`src/include/rgfd_map.vh`:
```
`ifndef RGFD_MAP_VH
`define RGFD_MAP_VH

// register indices; byte address is four times the index
`define RGFD_IDX_TUNE 12'h430
`define RGFD_IDX_FIFO 12'h601
`define RGFD_IDX_DLY 12'h602
`define RGFD_IDX_CTRL 12'h603
`define RGFD_IDX_IMASK 12'h604
`define RGFD_IDX_W 12

// fifo error flag bits
`define RGFD_TX_UNF 0
`define RGFD_TX_OVF 1
`define RGFD_RX_UNF 2
`define RGFD_RX_OVF 3
`define RGFD_FLAGS_W 4

// delay select bits
`define RGFD_TX_DLY 0
`define RGFD_RX_DLY 1
`define RGFD_DLY_W 2

// tuning register fields
`define RGFD_RX_TUNE_LO 4
`define RGFD_RX_TUNE_HI 7
`define RGFD_TX_TUNE_LO 8
`define RGFD_TX_TUNE_HI 11
`define RGFD_TUNE_W 12
`define RGFD_TUNE_RST 12'h000

// control register bits
`define RGFD_CTRL_SUP 0
`define RGFD_CTRL_FD 1
`define RGFD_CTRL_W 2

`define RGFD_REG_W 16
`define RGFD_ZERO16 16'h0000
`define RGFD_UNMAPPED 32'h00000000
`define RGFD_TAPS 16

`endif

```
`src/design/rgfd_sync.v`:
```
`timescale 1ns/10ps
`default_nettype none

// two-flop synchroniser for a level; the first stage feeds only the second
module rgfd_sync #(
    parameter W = 1
) (
    input wire clk,
    input wire [W-1:0] d,
    output wire [W-1:0] q
);
    reg [W-1:0] meta_q;
    reg [W-1:0] sync_q;

    always @(posedge clk) begin
        meta_q <= d;
        sync_q <= meta_q;
    end

    assign q = sync_q;
endmodule

`default_nettype wire

```
`src/design/rgfd_delay.v`:
```
`timescale 1ns/10ps
`default_nettype none

// tap line; when enabled the output is the input taken tap+2 samples late
module rgfd_delay #(
    parameter TAPS = 16
) (
    input wire clk,
    input wire srst,
    input wire enable,
    input wire [3:0] tap,
    input wire d,
    output reg q
);
    reg [TAPS-1:0] line_q;

    always @(posedge clk) begin
        if (srst) begin
            line_q <= {TAPS{1'b0}};
            q <= 1'b0;
        end else begin
            line_q <= {line_q[TAPS-2:0], d};
            q <= enable ? line_q[tap] : d;
        end
    end
endmodule

`default_nettype wire

```
`src/design/rgfd_top.v`:
```
// How it works
// - suppress control set: drop mac tx error in full duplex while tx enable low
// - rx fifo overflow sets sticky flag bit 3, cleared by writing zero
// - rx fifo underflow sets sticky flag bit 2, cleared by writing zero
// - tx fifo overflow sets sticky flag bit 1, cleared by writing zero
// - tx fifo underflow sets sticky bit 0; all flags reset to zero
// - rx delay select shifts outgoing rx clock against rx data
// - rx delay size comes from tuning register bits 7 to 4
// - tx delay select delays incoming tx clock before data sampling
// - tx delay size comes from tuning register bits 11 to 8
//
// Decided for this implementation: the Avalon-MM register port.
`timescale 1ns/10ps
`default_nettype none
`include "rgfd_map.vh"

module rgfd_top (
    input wire CLK,
    input wire SRST,
    input wire [13:0] AVS_ADDRESS,
    input wire AVS_READ,
    input wire AVS_WRITE,
    input wire [31:0] AVS_WRITEDATA,
    input wire [3:0] AVS_BYTEENABLE,
    output reg [31:0] AVS_READDATA,
    output wire AVS_WAITREQUEST,
    output wire IRQ,
    input wire RX_FIFO_OVERFLOW,
    input wire RX_FIFO_UNDERFLOW,
    input wire TX_FIFO_OVERFLOW,
    input wire TX_FIFO_UNDERFLOW,
    input wire MAC_TX_CLK,
    input wire MAC_TX_EN,
    input wire MAC_TX_ERR,
    output reg TX_ERR_OUT,
    output wire TX_SAMPLE_CLK,
    input wire RX_CLK_IN,
    output wire RX_CLK_OUT
);
    wire [3:0] ev_sync;
    wire [2:0] link_sync;
    wire rx_clk_sync;
    reg [3:0] ev_prev_q;
    reg [`RGFD_FLAGS_W-1:0] flags_q;
    reg [`RGFD_FLAGS_W-1:0] flags_d;
    reg [`RGFD_FLAGS_W-1:0] irq_st_q;
    reg [`RGFD_FLAGS_W-1:0] irq_st_d;
    reg [`RGFD_FLAGS_W-1:0] mask_q;
    reg [`RGFD_DLY_W-1:0] dly_q;
    reg [`RGFD_TUNE_W-1:0] tune_q;
    reg [`RGFD_CTRL_W-1:0] ctrl_q;
    reg ack_q;
    wire [`RGFD_FLAGS_W-1:0] ev_pulse;
    wire [`RGFD_IDX_W-1:0] idx;
    wire req;
    wire wr_lo;
    wire wr_hi;
    wire take;
    wire tx_clk_s;
    wire tx_en_s;
    wire tx_err_s;

    // fifo events arrive from the link side; edge-detect after sync
    rgfd_sync #(.W(4)) u_ev_sync (
        .clk(CLK),
        .d({RX_FIFO_OVERFLOW, RX_FIFO_UNDERFLOW,
            TX_FIFO_OVERFLOW, TX_FIFO_UNDERFLOW}),
        .q(ev_sync)
    );

    rgfd_sync #(.W(3)) u_link_sync (
        .clk(CLK),
        .d({MAC_TX_CLK, MAC_TX_EN, MAC_TX_ERR}),
        .q(link_sync)
    );

    rgfd_sync #(.W(1)) u_rxc_sync (
        .clk(CLK),
        .d(RX_CLK_IN),
        .q(rx_clk_sync)
    );

    assign tx_clk_s = link_sync[2];
    assign tx_en_s = link_sync[1];
    assign tx_err_s = link_sync[0];

    always @(posedge CLK) begin
        if (SRST) begin
            ev_prev_q <= 4'h0;
        end else begin
            ev_prev_q <= ev_sync;
        end
    end

    assign ev_pulse = {ev_sync[3] & ~ev_prev_q[3], ev_sync[2] & ~ev_prev_q[2],
                       ev_sync[1] & ~ev_prev_q[1], ev_sync[0] & ~ev_prev_q[0]};

    // one wait state: answer at the second edge of each request
    assign req = AVS_READ | AVS_WRITE;
    assign AVS_WAITREQUEST = req & ~ack_q;
    assign take = req & ack_q;
    assign idx = AVS_ADDRESS[13:2];
    assign wr_lo = take & AVS_WRITE & AVS_BYTEENABLE[0];
    assign wr_hi = take & AVS_WRITE & AVS_BYTEENABLE[1];

    always @(posedge CLK) begin
        if (SRST) begin
            ack_q <= 1'b0;
        end else begin
            ack_q <= req & ~ack_q;
        end
    end

    // sticky flags: write-zero clears, a same-cycle event wins
    always @* begin
        flags_d = flags_q;
        if (wr_lo && idx == `RGFD_IDX_FIFO) begin
            flags_d = flags_q & AVS_WRITEDATA[`RGFD_FLAGS_W-1:0];
        end
        flags_d[`RGFD_RX_OVF] = flags_d[`RGFD_RX_OVF] |
                                ev_pulse[`RGFD_RX_OVF];
        flags_d[`RGFD_RX_UNF] = flags_d[`RGFD_RX_UNF] |
                                ev_pulse[`RGFD_RX_UNF];
        flags_d[`RGFD_TX_OVF] = flags_d[`RGFD_TX_OVF] |
                                ev_pulse[`RGFD_TX_OVF];
        flags_d[`RGFD_TX_UNF] = flags_d[`RGFD_TX_UNF] |
                                ev_pulse[`RGFD_TX_UNF];
    end

    // interrupt status: read clears, event wins
    always @* begin
        irq_st_d = irq_st_q;
        if (take && AVS_READ && idx == `RGFD_IDX_IMASK) begin
            irq_st_d = {`RGFD_FLAGS_W{1'b0}};
        end
        irq_st_d = irq_st_d | ev_pulse;
    end

    assign IRQ = |(irq_st_q & mask_q);

    always @(posedge CLK) begin
        if (SRST) begin
            flags_q <= {`RGFD_FLAGS_W{1'b0}};
            irq_st_q <= {`RGFD_FLAGS_W{1'b0}};
            mask_q <= {`RGFD_FLAGS_W{1'b0}};
            dly_q <= {`RGFD_DLY_W{1'b0}};
            tune_q <= `RGFD_TUNE_RST;
            ctrl_q <= {`RGFD_CTRL_W{1'b0}};
        end else begin
            flags_q <= flags_d;
            irq_st_q <= irq_st_d;
            if (wr_lo && idx == `RGFD_IDX_DLY) begin
                dly_q <= AVS_WRITEDATA[`RGFD_DLY_W-1:0];
            end
            if (wr_lo && idx == `RGFD_IDX_CTRL) begin
                ctrl_q <= AVS_WRITEDATA[`RGFD_CTRL_W-1:0];
            end
            if (wr_lo && idx == `RGFD_IDX_IMASK) begin
                mask_q <= AVS_WRITEDATA[`RGFD_FLAGS_W-1:0];
            end
            if (wr_lo && idx == `RGFD_IDX_TUNE) begin
                tune_q[7:0] <= AVS_WRITEDATA[7:0];
            end
            if (wr_hi && idx == `RGFD_IDX_TUNE) begin
                tune_q[`RGFD_TUNE_W-1:8] <= AVS_WRITEDATA[`RGFD_TUNE_W-1:8];
            end
        end
    end

    // read data registered at the waiting edge, before the answer; reserved bits zero
    always @(posedge CLK) begin
        if (SRST) begin
            AVS_READDATA <= `RGFD_UNMAPPED;
        end else if (AVS_READ && !ack_q) begin
            case (idx)
                `RGFD_IDX_FIFO: AVS_READDATA <= {28'h0000000, flags_q};
                `RGFD_IDX_DLY: AVS_READDATA <= {30'h0, dly_q};
                `RGFD_IDX_TUNE: AVS_READDATA <= {20'h00000, tune_q};
                `RGFD_IDX_CTRL: AVS_READDATA <= {30'h0, ctrl_q};
                `RGFD_IDX_IMASK: AVS_READDATA <= {24'h000000, irq_st_q,
                                                 mask_q};
                default: AVS_READDATA <= `RGFD_UNMAPPED;
            endcase
        end
    end

    // tx error filter; mac clock edge alignment is the mac's concern
    always @(posedge CLK) begin
        if (SRST) begin
            TX_ERR_OUT <= 1'b0;
        end else if (ctrl_q[`RGFD_CTRL_SUP] && ctrl_q[`RGFD_CTRL_FD] &&
                     !tx_en_s) begin
            TX_ERR_OUT <= 1'b0;
        end else begin
            TX_ERR_OUT <= tx_err_s;
        end
    end

    // delay lines in CLK samples stand in for the analog quarter-cycle tap
    rgfd_delay #(.TAPS(`RGFD_TAPS)) u_tx_dly (
        .clk(CLK),
        .srst(SRST),
        .enable(dly_q[`RGFD_TX_DLY]),
        .tap(tune_q[`RGFD_TX_TUNE_HI:`RGFD_TX_TUNE_LO]),
        .d(tx_clk_s),
        .q(TX_SAMPLE_CLK)
    );

    rgfd_delay #(.TAPS(`RGFD_TAPS)) u_rx_dly (
        .clk(CLK),
        .srst(SRST),
        .enable(dly_q[`RGFD_RX_DLY]),
        .tap(tune_q[`RGFD_RX_TUNE_HI:`RGFD_RX_TUNE_LO]),
        .d(rx_clk_sync),
        .q(RX_CLK_OUT)
    );
endmodule

`default_nettype wire

```
`config.mk`:
```
export PLATFORM = sky130hd
export DESIGN_NAME = rgfd_top
export DESIGN_NICKNAME = d
export VERILOG_FILES = /design/src/design/rgfd_sync.v /design/src/design/rgfd_delay.v /design/src/design/rgfd_top.v
export VERILOG_INCLUDE_DIRS = /design/src /design/src/include
export SDC_FILE = /design/constraint.sdc
export NUM_CORES = 1
export LEC_CHECK = 0
export BUFFER_PORTS_ARGS = -buffer_cell sky130_fd_sc_hd__buf_2
export CAP_MARGIN = 30
export CORE_AREA = 3 3 93 95
export DETAILED_ROUTE_END_ITERATION = 12
export DIE_AREA = 0 0 96 98
export PLACE_DENSITY = 0.75
export SLEW_MARGIN = 20
export SYNTH_ARGS = -nofsm -noshare
export SYNTH_HDL_FRONTEND = slang
export SYNTH_HIERARCHICAL = 1
export SYNTH_SLANG_ARGS = --single-unit
```
`constraint.sdc`:
```
create_clock -name CLK -period 1.4 [get_ports CLK]
set_input_delay 0 -clock CLK [delete_from_list [all_inputs] [get_ports CLK]]
set_output_delay 0 -clock CLK [all_outputs]
set_load 0.005 [all_outputs]
```
# Word-level counts from Yosys, hierarchy flattened
# Index checks and enable logic that the tools add are counted.
# totals
register_bits	116
input_bits	62
out_inout_bits	37
wordCells	74
# op_classes
magnitude_cmp	2
n_eq_ne	5
n_mux	9
bitwise	22
reduce_logical	15
# op_table
operator	count
12-bit by 11-bit == test with 1-bit output, second input constant	5
12-bit one-hot mux with 5 select lines	1
1-bit logical AND	11
4-bit by 5-bit < comparator with 1-bit output, second input constant	2
1-bit AND	9
4-bit AND	2
1-bit binary-select mux with 4-bit select	2
4-bit two-way mux	2
1-bit inverter	5
1-bit bitwise OR	5
1-bit two-way mux	4
4-bit bitwise OR	1
4-bit OR reduction	1
1-bit zero test	2
2-bit OR reduction	1

# Logic depth before layout (Yosys ltp)
# logic_depth
ltp_word	7
depth_mapped	6
mapped_depth_nobuf	4

# By module
# The synthesis kept the hierarchy.
# by_module_without_submodules
module	n_inst	cells_per_inst	area_per_inst_um2	seq_area_each_um2
rgfd_top	1	247	2185.8	920.9
rgfd_delay	2	52	606.8	340.3
rgfd_sync (u_ev_sync)	1	8	160.2	160.2
rgfd_sync (u_link_sync)	1	6	120.1	120.1
rgfd_sync (u_rxc_sync)	1	2	40.0	40.0

# Worst setup path after synthesis
# Ideal clock, no wire load.
# synth_path
kind	register to register
startpoint	register ack_q
endpoint	register flags_q[0]
setup_time_ns	0.132
arrival_time_ns	1.342
required_ns	1.268
path_slack_ns	-0.074
stages_incl_launch_ff	6
n_path_buf	1
synth_period_minus_slack_ns	1.474
cell_sequence	dfxtp_1 -> and3_1 -> clkbuf_1 -> nand4_1 -> o31ai_1 -> a21oi_1
# synth_via
elab_chain_cells	6
# synth_lines
item	line	rtl
start: declaration	rgfd_top.v:52	reg ack_q;
start signal: assignment	rgfd_top.v:110	ack_q <= req & ~ack_q;
1-bit AND	rgfd_top.v:101	assign take = req & ack_q;
1-bit AND (2 in a row)	rgfd_top.v:103	assign wr_lo = take & AVS_WRITE & AVS_BYTEENABLE[0];
1-bit logical AND (no source line)	--	
4-bit two-way mux	rgfd_top.v:117	if (wr_lo && idx == `RGFD_IDX_FIFO) begin
1-bit bitwise OR	rgfd_top.v:126	flags_d[`RGFD_TX_UNF] = flags_d[`RGFD_TX_UNF] |
end signal: assignment	rgfd_top.v:143	flags_q <= {`RGFD_FLAGS_W{1'b0}};
end signal: assignment	rgfd_top.v:150	flags_q <= flags_d;
end: declaration	rgfd_top.v:44	reg [`RGFD_FLAGS_W-1:0] flags_q;
# No other way between the ends.
# A chain may end at the register's enable or synchronous reset.

# Final worst setup path
# layout_path
startpoint	register tune_q[7]
endpoint	register u_rx_dly.q
# layout_via
elab_chain_cells	3
# layout_lines
item	line	rtl
start: declaration	rgfd_top.v:50	reg [`RGFD_TUNE_W-1:0] tune_q;
start signal: assignment	rgfd_top.v:147	tune_q <= `RGFD_TUNE_RST;
start signal: assignment	rgfd_top.v:162	tune_q[7:0] <= AVS_WRITEDATA[7:0];
start signal: indexed assignment	rgfd_top.v:165	tune_q[`RGFD_TUNE_W-1:8] <= AVS_WRITEDATA[`RGFD_TUNE_W-1:8];
1-bit binary-select mux with 4-bit select	rgfd_delay.v:23	q <= enable ? line_q[tap] : d;
1-bit two-way mux (not written as such)	rgfd_delay.v:23	
1-bit two-way mux	rgfd_delay.v:23	
end signal: assignment	rgfd_delay.v:23	
end: declaration	rgfd_delay.v:13	output reg q
# No other way between the ends. The select of a mux whose other input is x is not followed.

==> metrics <==
outcome finished, final reports clean; CTS Buffer Depth 2; synth unique cells 43; RSZ-0062 raised after global routing yes; gpl congestion 0.890; Layout fillers 682; grt ovf 0; Starting Density 0.476; Total Power 4.97 mW; Avg WL per Cell 14.8 µm; f_max 728 MHz; first-pass GRT wire length 13,400 µm; Leak 1.91 nW; Most Used Layer, Global Route met2; Seq/Total Area, Yosys 0.517; Final Routed Wirelength 8490 µm; Pwr Density 1070 nW/µm²; Clk pin slew, worst setup/hold paths 0.09 ns; Max-Cap Viols 0; slack of the critical path 0.0259 ns; global routing usage on met1 0.224; largest net degree at the start of global routing 50; met3 Usage GRT 0.0547; Area Overhead vs Synth 24.4%; Tcrit/Tclk final 0.981; dpl ws 0.00351 ns; CTS root buffer clkbuf_8; clk_lat worst skew 0.36 ns; Hold WC Path Type in -> reg; setup TNS 0 ns; vias in the first global route 2,901; Max rail drop VDD 584 µV; Sink Count 96; Layout Skew 0.00908 ns; Async S/R FF share, synth 0; initial antenna violation count 0; final hold vios 0; die width 96 µm; Placement Cell Area 4190 µm²; Slowest-stage cell, CP mux4_2; most common cell after layout, fill and taps aside dfxtp_1; Die Area 9410 µm²; Routed Antenna Nets 0; Core ar. 7810 µm²; num ports 99; Post-synth EDFFs 0; cells along the critical path mux4_2 > nand2b_1 > a32oi_1 > o21ai_1; H-tree Lvls 3; # rows 32; # diodes 0; crit-path max FO 2; drt via density 5.21; router iterations before antenna repair 4; Synth warnings 6; final setup violation count 0; CP Data Arrival Time 1.62 ns; Gate Count Post-Synth 367; kind of critical path reg -> reg; final net count 528; Post-route DRC 0; Worst EP required 1.65 ns; most common flop cell mapped by yosys dfxtp_1; layout cells sized above 1 0.253; DRT iter0 DRCs 170; TritonCTS buffer count 9; #FFs+latches synth 96; Final Core Density 0.593; Chip Height 98 µm; DPL Wire Length 6200 µm; crit path time final 1.37 ns; Design Area, Final 4630 µm²; final slew viol count 0; crit start category flip-flop; CP peak stage delay 0.49 ns; GRT Total Usage 0.184; CTS tree yes; Setup crit end kind flip-flop; most frequent cells in the layout dfxtp_1, buf_2, nor2b_1; Mean Syn Cell Area 10.1 µm²; met2 usage 0.306; Cell Area, Synth 3720 µm²; Port Buffer Count 54; via count 2,978
-- final timing paths --
path              cells after the start                         from                     end  slack [ns]
setup / recovery                      4       tune_q[7]$_SDFFE_PP0P_   u_rx_dly/q$_SDFF_PP0_        0.03
hold / removal                        2                         SRST  mask_q[2]$_SDFFE_PP0P_       0.002
setup reg to reg                      4       tune_q[7]$_SDFFE_PP0P_   u_rx_dly/q$_SDFF_PP0_        0.03
hold reg to reg                       0  u_ev_sync/meta_q[0]$_DFF_P_  u_ev_sync/q[0]$_DFF_P_        0.33
-- Yosys cell counts, types with 2 or more instances --
cell type | number | area share
a21oi_1 | 26 | 0.035
a22o_1 | 2 | 0.0047
a22o_2 | 2 | 0.0054
a22oi_1 | 12 | 0.024
a2bb2oi_1 | 2 | 0.0047
a31oi_1 | 2 | 0.0034
a32oi_1 | 2 | 0.0047
and2_1 | 4 | 0.0067
and3_1 | 2 | 0.0034
buf_2 | 2 | 0.0027
buf_4 | 21 | 0.042
clkbuf_1 | 12 | 0.012
dfxtp_1 | 96 | 0.52
inv_1 | 2 | 0.0020
mux2_2 | 2 | 0.0061
mux2i_1 | 16 | 0.043
mux4_1 | 2 | 0.014
mux4_2 | 2 | 0.012
nand2_1 | 20 | 0.020
nand2b_1 | 9 | 0.015
nand3_1 | 17 | 0.023
nand4_1 | 5 | 0.0084
nand4b_1 | 4 | 0.0094
nor2_1 | 16 | 0.016
nor2b_1 | 43 | 0.072
nor3_1 | 3 | 0.0040
nor3b_1 | 4 | 0.0081
nor4b_2 | 2 | 0.0081
o21ai_0 | 14 | 0.019
o21ai_1 | 4 | 0.0054
o22ai_1 | 2 | 0.0034
o31ai_1 | 4 | 0.0081
-- state kept, by name (all words and copies together), names as in the netlist, 2 cells and up --
register,count
u_rx_dly/line_q,16
u_link_sync/q,3
dly_q,2
tune_q,12
mask_q,4
irq_st_q,4
flags_q,4
AVS_READDATA,12
u_tx_dly/line_q,16
u_ev_sync/q,4
ev_prev_q,4
u_ev_sync/meta_q,4
ctrl_q,2
u_link_sync/meta_q,3
-- logic make-up after synthesis --
group,count (synthesis),synth area share
XOR/XNOR,1,0.00235
flip-flops,96,0.517
buffers and inverters,39,0.0676
multiplexers,22,0.0753
AO/OA/AOI/OAI,73,0.122
AND/OR/NAND/NOR,135,0.215
other,1,0.00101
-- critical path: cells and delay by family (launching register included) --
kind / cells / cell delay (ns)
AO/OA/AOI/OAI: 2 / 0.25
flip-flops: 1 / 0.36
AND/OR/NAND/NOR: 1 / 0.15
multiplexers: 1 / 0.49
-- per-layer routing --
layer / vias to the layer above / share of wire
met5: - / 0
met4: 0 / 0.020
met3: 17 / 0.069
met2: 111 / 0.48
met1: 1400 / 0.43
li1: 1450 / -
-- through the flow --
step,cells,hold WS [ns]
global route,572,0.00609
finish,572,0.00199
detailed placement,534,0.104
floorplan,386,0.0277
global placement,534,0.103
CTS,571,0.00422
-- area by class of cell --
type / instances / area [µm²] / share of cell area
sequential: 96 / 1920 / 0.416
multi-input combinational: 251 / 1630 / 0.353
timing repair buffer: 106 / 741 / 0.160
clock buffer: 10 / 138 / 0.0297
tap: 102 / 128 / 0.0276
clock inverter: 5 / 56.3 / 0.0122
inverter: 2 / 7.51 / 0.00162
-- power breakdown --
group	switching, mW	internal [mW]	total [mW]
clock	0.934	0.865	1.80
sequential	0.0269	2.79	2.82
combinational	0.179	0.174	0.353
total	1.14	3.83	4.97
-- what timing repair did --
action	in CTS	in global routing
gates resized for setup	2	4
cloned	0	0
setup buffers	0	1
endpoints found under the hold margin	30	0
endpoints found under the setup margin	2	7
hold buffers	22	0
Note: power is estimated with default switching activity, not from simulation.
